===== src/inc/fcifc_params.svh =====
// Constants for the flash command index and fault configuration slice.
// Assumes an 8-bit register port addressed by byte offset.
`ifndef FCIFC_PARAMS_SVH
`define FCIFC_PARAMS_SVH

// Register offsets
`define FCIFC_OFF_INDEX 8'h02
`define FCIFC_OFF_CONFIG 8'h04
`define FCIFC_OFF_FLT_IE 8'h05
`define FCIFC_OFF_STATUS 8'h06
`define FCIFC_OFF_FLT_ST 8'h07
`define FCIFC_OFF_RSV 8'h0c

// Field positions in the configuration register
`define FCIFC_CFG_DONE_IE 7
`define FCIFC_CFG_IGN_SF 4
`define FCIFC_CFG_FORCE_DF 1
`define FCIFC_CFG_FORCE_SF 0

// Field positions shared by fault enable and fault status registers
`define FCIFC_FLT_DOUBLE 1
`define FCIFC_FLT_SINGLE 0

// Field position of the done flag in the status register
`define FCIFC_ST_DONE 7

// Reset values
`define FCIFC_RST_INDEX 8'h00
`define FCIFC_RST_CONFIG 4'h0
`define FCIFC_RST_FLT_IE 2'h0
`define FCIFC_RST_RDATA 8'h00

`endif


===== src/inc/fcifc_pkg.sv =====
// Types for the flash command index and fault configuration slice.
// Assumes fcifc_params.svh supplies the numeric constants.
package fcifc_pkg;

	// Register selected by the current address
	typedef enum logic [2:0] {
		SEL_NONE,
		SEL_INDEX,
		SEL_CONFIG,
		SEL_FLT_IE,
		SEL_STATUS,
		SEL_FLT_ST,
		SEL_RSV
	} fcifc_reg_type;

	// Writable configuration bits
	typedef struct packed {
		logic done_ie;
		logic ign_sf;
		logic force_df;
		logic force_sf;
	} fcifc_cfg_type;

endpackage : fcifc_pkg


===== src/inc/fcifc_fault_if.sv =====
// Carries array read events, fault sources and fault decisions between the
// register slice and the fault event generator. Single clock domain.
`timescale 1ns/100ps
`default_nettype none

interface fcifc_fault_if (
	input wire logic clk,
	input wire logic rst_n
);
	logic array_rd;
	logic single_real;
	logic double_real;
	logic force_single;
	logic force_double;
	logic ignore_single;
	logic set_single;
	logic set_double;
	logic capture;

	modport ctrl (
		input clk, rst_n, set_single, set_double, capture,
		output array_rd, single_real, double_real, force_single, force_double, ignore_single
	);
	modport gen (
		input clk, rst_n, array_rd, single_real, double_real, force_single, force_double, ignore_single,
		output set_single, set_double, capture
	);
endinterface : fcifc_fault_if

`default_nettype wire


===== src/verilog/fcifc_fault_gen.sv =====
// Decides which fault flags an array read sets and whether capture updates.
// Assumes array_rd is a one-cycle pulse per completed array read.
`timescale 1ns/100ps
`default_nettype none

module fcifc_fault_gen (
	fcifc_fault_if.gen flt
);
	wire logic single_seen;

	// Suppression hides only real single faults
	assign single_seen = flt.single_real & ~flt.ignore_single;

	// Forced or reported real single fault
	assign flt.set_single = flt.array_rd & (single_seen | flt.force_single);

	assign flt.set_double = flt.array_rd & (flt.double_real | flt.force_double);

	// Capture follows real faults only, never forcing
	assign flt.capture = flt.array_rd & (flt.double_real | single_seen);
endmodule : fcifc_fault_gen

`default_nettype wire


===== src/verilog/fcifc_sticky_bit.sv =====
// One sticky event flag, set by hardware and cleared by software.
// Assumes set and clear are synchronous one-cycle terms.
`timescale 1ns/100ps
`default_nettype none

module fcifc_sticky_bit (
	input wire logic clk_in,
	input wire logic rst_n_in,
	input wire logic set_in,
	input wire logic clr_in,
	output logic flag_out
);
	logic flag_d;

	// A set landing on the clearing write is kept
	assign flag_d = set_in | (flag_out & ~clr_in);

	always_ff @(posedge clk_in or negedge rst_n_in) begin
		if (!rst_n_in) begin
			flag_out <= 1'b0;
		end else begin
			flag_out <= flag_d;
		end
	end
endmodule : fcifc_sticky_bit

`default_nettype wire


===== src/verilog/fcifc_top.sv =====
// Register slice: command word index, reserved test register, flash
// configuration, fault enables and fault status with one interrupt line.
// Assumes the register port master holds strobes for one cycle, never both.
`timescale 1ns/100ps
`default_nettype none
`include "fcifc_params.svh"

// How it works
// - The index register picks which command array word host accesses reach.
// - Only the index bits read back; upper index bits read zero.
// - Reserved test register reads zero and ignores writes.
// - Config keeps done enable, suppress, force double, force single only.
// - Done enable plus done flag raises the interrupt; otherwise no done interrupt.
// - Suppress stops real single faults from setting the flag or interrupting.
// - Without suppress every real single fault sets the single flag.
// - Force double makes every array read set the double flag.
// - Without force double, only real double faults set the double flag.
// - Force double stays until software writes zero.
// - Forced double faults leave the capture registers untouched.
// - Force single makes every array read set the single flag.
// - Without force single, only real single faults set the single flag.
// - Force single stays until software writes zero.
// - Forced single faults leave the capture registers untouched.
// - Done flag is high after completion, low while a command runs.
// - Double enable plus double flag raises the interrupt.
module fcifc_top #(
	parameter int IDX_W = 3
) (
	input wire logic CLK_IN,
	input wire logic RESETN_IN,
	input wire logic [7:0] ADDR_IN,
	input wire logic [7:0] WDATA_IN,
	input wire logic WR_IN,
	input wire logic RD_IN,
	input wire logic CMD_DONE_IN,
	input wire logic ARRAY_RD_IN,
	input wire logic SINGLE_FAULT_IN,
	input wire logic DOUBLE_FAULT_IN,
	output logic [7:0] RDATA_OUT,
	output logic [IDX_W-1:0] CMD_WORD_INDEX_OUT,
	output logic ECC_CAPTURE_OUT,
	output logic IRQ_OUT
);
	fcifc_pkg::fcifc_reg_type sel;
	fcifc_pkg::fcifc_cfg_type cfg_q;
	fcifc_pkg::fcifc_cfg_type cfg_d;
	logic [1:0] flt_ie_q;
	logic [7:0] rdata_d;
	logic irq_d;
	wire logic wr_index;
	wire logic wr_config;
	wire logic wr_flt_ie;
	wire logic wr_flt_st;
	wire logic clr_single;
	wire logic clr_double;
	wire logic single_flag;
	wire logic double_flag;
	wire logic [7:0] index_rd;
	wire logic [7:0] config_rd;
	wire logic [7:0] flt_ie_rd;
	wire logic [7:0] flt_st_rd;
	wire logic [7:0] status_rd;

	fcifc_fault_if flt (
		.clk(CLK_IN),
		.rst_n(RESETN_IN)
	);

	// Address decode
	assign sel = (ADDR_IN == `FCIFC_OFF_INDEX) ? fcifc_pkg::SEL_INDEX :
		(ADDR_IN == `FCIFC_OFF_CONFIG) ? fcifc_pkg::SEL_CONFIG :
		(ADDR_IN == `FCIFC_OFF_FLT_IE) ? fcifc_pkg::SEL_FLT_IE :
		(ADDR_IN == `FCIFC_OFF_STATUS) ? fcifc_pkg::SEL_STATUS :
		(ADDR_IN == `FCIFC_OFF_FLT_ST) ? fcifc_pkg::SEL_FLT_ST :
		(ADDR_IN == `FCIFC_OFF_RSV) ? fcifc_pkg::SEL_RSV :
		fcifc_pkg::SEL_NONE;

	// Reserved register has no write path at all
	assign wr_index = WR_IN && sel == fcifc_pkg::SEL_INDEX;
	assign wr_config = WR_IN && sel == fcifc_pkg::SEL_CONFIG;
	assign wr_flt_ie = WR_IN && sel == fcifc_pkg::SEL_FLT_IE;
	assign wr_flt_st = WR_IN && sel == fcifc_pkg::SEL_FLT_ST;

	// Fault status clears by writing a one
	assign clr_single = wr_flt_st & WDATA_IN[`FCIFC_FLT_SINGLE];
	assign clr_double = wr_flt_st & WDATA_IN[`FCIFC_FLT_DOUBLE];

	// Only the four assigned bits are stored
	assign cfg_d.done_ie = WDATA_IN[`FCIFC_CFG_DONE_IE];
	assign cfg_d.ign_sf = WDATA_IN[`FCIFC_CFG_IGN_SF];
	assign cfg_d.force_df = WDATA_IN[`FCIFC_CFG_FORCE_DF];
	assign cfg_d.force_sf = WDATA_IN[`FCIFC_CFG_FORCE_SF];

	assign index_rd = {{(8 - IDX_W){1'b0}}, CMD_WORD_INDEX_OUT};

	assign config_rd = ({7'h00, cfg_q.done_ie} << `FCIFC_CFG_DONE_IE) |
		({7'h00, cfg_q.ign_sf} << `FCIFC_CFG_IGN_SF) |
		({7'h00, cfg_q.force_df} << `FCIFC_CFG_FORCE_DF) |
		({7'h00, cfg_q.force_sf} << `FCIFC_CFG_FORCE_SF);

	assign flt_ie_rd = ({7'h00, flt_ie_q[1]} << `FCIFC_FLT_DOUBLE) |
		({7'h00, flt_ie_q[0]} << `FCIFC_FLT_SINGLE);

	assign flt_st_rd = ({7'h00, double_flag} << `FCIFC_FLT_DOUBLE) |
		({7'h00, single_flag} << `FCIFC_FLT_SINGLE);

	// Done flag comes straight from the command sequencer
	assign status_rd = {7'h00, CMD_DONE_IN} << `FCIFC_ST_DONE;

	// Read mux; unmapped addresses and the reserved register read zero
	always_comb begin
		rdata_d = 8'h00;
		if (RD_IN) begin
			case (sel)
				fcifc_pkg::SEL_INDEX: rdata_d = index_rd;
				fcifc_pkg::SEL_CONFIG: rdata_d = config_rd;
				fcifc_pkg::SEL_FLT_IE: rdata_d = flt_ie_rd;
				fcifc_pkg::SEL_STATUS: rdata_d = status_rd;
				fcifc_pkg::SEL_FLT_ST: rdata_d = flt_st_rd;
				fcifc_pkg::SEL_RSV: rdata_d = 8'h00;
				default: rdata_d = 8'h00;
			endcase
		end
	end

	// Enabled done and unmasked fault flags drive one level line
	assign irq_d = (cfg_q.done_ie & CMD_DONE_IN) |
		(flt_ie_q[`FCIFC_FLT_SINGLE] & single_flag) |
		(flt_ie_q[`FCIFC_FLT_DOUBLE] & double_flag);

	// Fault generator hookup
	assign flt.array_rd = ARRAY_RD_IN;
	assign flt.single_real = SINGLE_FAULT_IN;
	assign flt.double_real = DOUBLE_FAULT_IN;
	assign flt.force_single = cfg_q.force_sf;
	assign flt.force_double = cfg_q.force_df;
	assign flt.ignore_single = cfg_q.ign_sf;

	fcifc_fault_gen u_fault_gen (
		.flt(flt.gen)
	);

	fcifc_sticky_bit u_single_flag (
		.clk_in(CLK_IN),
		.rst_n_in(RESETN_IN),
		.set_in(flt.set_single),
		.clr_in(clr_single),
		.flag_out(single_flag)
	);

	fcifc_sticky_bit u_double_flag (
		.clk_in(CLK_IN),
		.rst_n_in(RESETN_IN),
		.set_in(flt.set_double),
		.clr_in(clr_double),
		.flag_out(double_flag)
	);

	always_ff @(posedge CLK_IN or negedge RESETN_IN) begin
		if (!RESETN_IN) begin
			CMD_WORD_INDEX_OUT <= IDX_W'(`FCIFC_RST_INDEX);
		end else if (wr_index) begin
			CMD_WORD_INDEX_OUT <= WDATA_IN[IDX_W-1:0];
		end
	end

	// Forces change only by a software write
	always_ff @(posedge CLK_IN or negedge RESETN_IN) begin
		if (!RESETN_IN) begin
			cfg_q <= `FCIFC_RST_CONFIG;
		end else if (wr_config) begin
			cfg_q <= cfg_d;
		end
	end

	always_ff @(posedge CLK_IN or negedge RESETN_IN) begin
		if (!RESETN_IN) begin
			flt_ie_q <= `FCIFC_RST_FLT_IE;
		end else if (wr_flt_ie) begin
			flt_ie_q <= {WDATA_IN[`FCIFC_FLT_DOUBLE], WDATA_IN[`FCIFC_FLT_SINGLE]};
		end
	end

	// Registered outputs; read data stand one cycle only
	always_ff @(posedge CLK_IN or negedge RESETN_IN) begin
		if (!RESETN_IN) begin
			RDATA_OUT <= `FCIFC_RST_RDATA;
			IRQ_OUT <= 1'b0;
			ECC_CAPTURE_OUT <= 1'b0;
		end else begin
			RDATA_OUT <= rdata_d;
			IRQ_OUT <= irq_d;
			ECC_CAPTURE_OUT <= flt.capture;
		end
	end
endmodule : fcifc_top

`default_nettype wire

===== config.mk =====
export PLATFORM = sky130hd
export DESIGN_NAME = fcifc_top
export DESIGN_NICKNAME = d
export VERILOG_FILES = /design/src/inc/fcifc_pkg.sv /design/src/inc/fcifc_fault_if.sv /design/src/verilog/fcifc_fault_gen.sv /design/src/verilog/fcifc_sticky_bit.sv /design/src/verilog/fcifc_top.sv
export VERILOG_INCLUDE_DIRS = /design/src /design/src/inc
export SDC_FILE = /design/constraint.sdc
export NUM_CORES = 1
export LEC_CHECK = 0
export BUFFER_PORTS_ARGS = -buffer_cell sky130_fd_sc_hd__buf_4
export CELL_PAD_IN_SITES_DETAIL_PLACEMENT = 2
export CELL_PAD_IN_SITES_GLOBAL_PLACEMENT = 2
export CORE_ASPECT_RATIO = 1.1
export CORE_MARGIN = 3
export CORE_UTILIZATION = 30
export CTS_CLUSTER_DIAMETER = 120
export DETAILED_ROUTE_END_ITERATION = 10
export PLACE_DENSITY_LB_ADDON = 0.1
export SYNTH_ARGS = -nofsm -noshare
export SYNTH_HDL_FRONTEND = slang
export SYNTH_SLANG_ARGS = --single-unit

===== constraint.sdc =====
create_clock -name CLK_IN -period 2.37 [get_ports CLK_IN]
set_clock_uncertainty 0.05 [all_clocks]
set_input_delay 0.3555 -clock CLK_IN [delete_from_list [all_inputs] [get_ports CLK_IN]]
set_output_delay 0.3555 -clock CLK_IN [all_outputs]
set_load 0.005 [all_outputs]

==> impl_metrics.json <==
{
  "p_int_mw": 0.457,
  "cp.arrival_ns": 1.82,
  "finalSetupTns_ns": 0,
  "die_y_microns": 62.7,
  "cp_num_buf_inv": 1,
  "synth_xor_area_frac": 0,
  "drt_iter0_drc": 16,
  "swShare": 0.249,
  "grt_antenna_before_repair": 0,
  "synthCells": 75,
  "grt_pass1_vias": 774,
  "grt.total_usage": 0.150,
  "setup_viol": 0,
  "clk_pin_slew_ns": 0.11,
  "num_vias": 702,
  "num_rows": 19,
  "dr.pass1.iters": 4,
  "timing.final.crit_share": 0.706,
  "synthSimpleGateAreaFrac": 0.209,
  "maxCapViolCount": 0,
  "clock-root-buffer": "clkbuf_4",
  "p_sw_mw": 0.152,
  "synth.top_cell.area_share": 0.514,
  "crit_family": "simple AND/OR/NAND/NOR gates",
  "pwr-share-comb": 0.138,
  "rsz0062_at_grt": "no",
  "ys_seq_area_frac": 0.514,
  "synth-adder-area-share": 0,
  "clk_latency_ns": 0.31,
  "clock_sinks": 18,
  "place_congestion": 0.773,
  "outcome": "complete, no violations",
  "cp-end-kind": "flip-flop",
  "seq_power_share": 0.533,
  "synth_top_family_by_area": "simple AND/OR/NAND/NOR gates",
  "vdd_ir_drop_max_v": 0.000259,
  "final_nets": 132,
  "p_clk_frac": 0.329,
  "via_per_inst": 5.09,
  "pre_cts_ws_ns": 0.423,
  "synth_compound_area_frac": 0.0657,
  "yosysWarningCount": 0,
  "grt_overflow": 0,
  "grt_first_pass_wirelength_microns": 4070,
  "clockBufferDepth": 2,
  "grt_max_degree": 19,
  "htreeDepth": 1,
  "cts_buffers": 3,
  "power_density_mw_per_mm2": 524,
  "start_util": 0.332,
  "ant_nets": 0,
  "syn_avg_cell_area_sq_um": 11.7,
  "critical_path.max_fanout": 4,
  "min_period_ns": 1.67,
  "area_growth_pct": 32.7,
  "p_leak_nw": 0.588,
  "io_pins": 37,
  "crit_chain": "buf_4 > nor4_1 > and4_1 > mux2_2",
  "syn_area_sq_um": 876,
  "post-synth-top-area-cell": "dfrtp_1",
  "worstSetupPathType": "in -> reg",
  "synth_mux_area_frac": 0.154,
  "slowest_stage": "nor4_1",
  "max_stage_delay_ns": 0.56,
  "dieArea_sq_mm": 0.00360,
  "hold_viol": 0,
  "cts_resized": 0,
  "start_kind": "input port",
  "tightest_slew_ns": 0.611,
  "maxSlewHeadroom": 0.589,
  "min_path_type": "in -> reg",
  "core_sq_mm": 0.00264,
  "io_buffers": 30,
  "drive_above_1_share": 0.458,
  "netlist_top_cells_area": "dfrtp_1 51%, mux2_2 15%, o21ai_0 3.4%",
  "drc_errors": 0,
  "fin_ws_ns": 0.697,
  "tritoncts": "built",
  "report.final.slew_viol_count": 0,
  "fmax_mhz": 598,
  "yosys.cell_types.count": 23,
  "drt_wl_total_microns": 2440,
  "wl_per_cell_microns": 17.7,
  "antenna_cells": 0,
  "cp_data_required_time_ns": 2.52,
  "synth-seq-cells": 18,
  "final_cells": 138,
  "place_inst": 133,
  "die_w_microns": 57.5,
  "dp_hpwl_microns": 1930
}
==> repair_timing <==
item                                    4_1_cts  5_1_grt
buffers inserted                              0        0
hold endpoints to repair                     18        0
hold buffers                                  1        0
endpoints found under the setup margin        0        0
==> cells by family after synthesis <==
logic type,count (synthesis)
and+or+nand+nor,25
DFF,18
muxes,12
AOI/OAI and AO/OA,10
buffers and inverters,9
other,1
==> state kept, by name, indices dropped and copies added (netlist names) <==
name / cells
ECC_CAPTURE_OUT: 1
IRQ_OUT: 1
flt_ie_q: 2
CMD_WORD_INDEX_OUT: 3
cfg_q: 1
u_single_flag.flag_out: 1
flt.ignore_single: 1
flt.force_double: 1
flt.force_single: 1
u_double_flag.flag_out: 1
RDATA_OUT: 5
==> final cells by class <==
class | count | area [sq um]
flip-flops and latches | 18 | 450
repair buffers | 31 | 235
clock buffers | 4 | 36.3
multi-input cells | 50 | 387
inverters | 4 | 15.0
fillers | 302 | 1480
well taps | 31 | 38.8
==> worst reg2reg max path: cells and delay by family, from the launching register on <==
family,cells,cell delay (ns)
simple gates,1,0.18
flops,1,0.42
compound gates,2,0.26
==> through the flow <==
stage | utilization | cell area, sq um | hold WS (ns) | power (mW)
floorplan | - | 883 | 0.00991 | 0.363
CTS | 0.440 | 1160 | 0.215 | 0.619
detailed placement | 0.423 | 1120 | 0.190 | 0.415
global route | 0.440 | 1160 | 0.215 | 0.645
finish | 0.440 | 1160 | 0.220 | 0.609
global placement | 0.423 | 1120 | 0.184 | 0.411
==> cells in the mapped netlist (all sizes together) <==
library cell  instances
dfrtp                18
mux2                 12
o21ai                 6
and3                  4
buf                   4
inv                   4
nand2                 4
nor4                  4
nor2b                 3
nor3b                 3
a21oi                 2
nand3                 2
a222oi                1
and4                  1
and4b                 1
clkbuf                1
conb                  1
nand4                 1
nor4b                 1
o21a                  1
or4                   1
==> per-layer routing <==
layer / global-route usage / vias up / part of all wire
li1: - / 329 / -
met2: 0.236 / 24 / 0.50
met5: 0 / - / 0
met3: 0.0186 / 5 / 0.054
met1: 0.197 / 344 / 0.42
met4: 0.0783 / 0 / 0.023
==> final timing paths <==
path                                   startpoint                    end  slack [ns]  cells after the start
max                                    ADDR_IN[7]               cfg_q[3]        0.70                      4
min                                   WDATA_IN[2]  CMD_WORD_INDEX_OUT[2]        0.22                      2
max reg2reg                u_single_flag.flag_out           RDATA_OUT[0]        1.35                      3
min reg2reg                              cfg_q[3]                IRQ_OUT        0.51                      2
max in group asynchronous               RESETN_IN            flt_ie_q[1]        1.69                      2
min in group asynchronous               RESETN_IN        ECC_CAPTURE_OUT        0.39                      2
==> power by group through the flow <==
stage                     Clock, mW  Combinational [mW]  Sequential (mW)
after detailed placement          0              0.0839            0.331
final                         0.200              0.0841            0.325
after global placement            0              0.0804            0.330
after global routing          0.223              0.0946            0.327
after CTS                     0.208              0.0856            0.325
after floorplan                   0              0.0342            0.329
==> cells in the final DEF, fill, tap and decap left out, types with 2 or more instances in the layout <==
cell type	synthesis	final
nor4_1	3	3
inv_1	4	4
mux2_2	12	12
nor3b_1	3	3
nand3_1	2	2
nand2_1	4	4
clkbuf_4	0	3
conb_1	1	3
and3_1	4	4
dfrtp_1	18	18
buf_4	3	30
nor2b_1	3	3
a21oi_1	2	2
o21ai_0	6	6
Note: power is estimated with default switching activity, not from simulation.
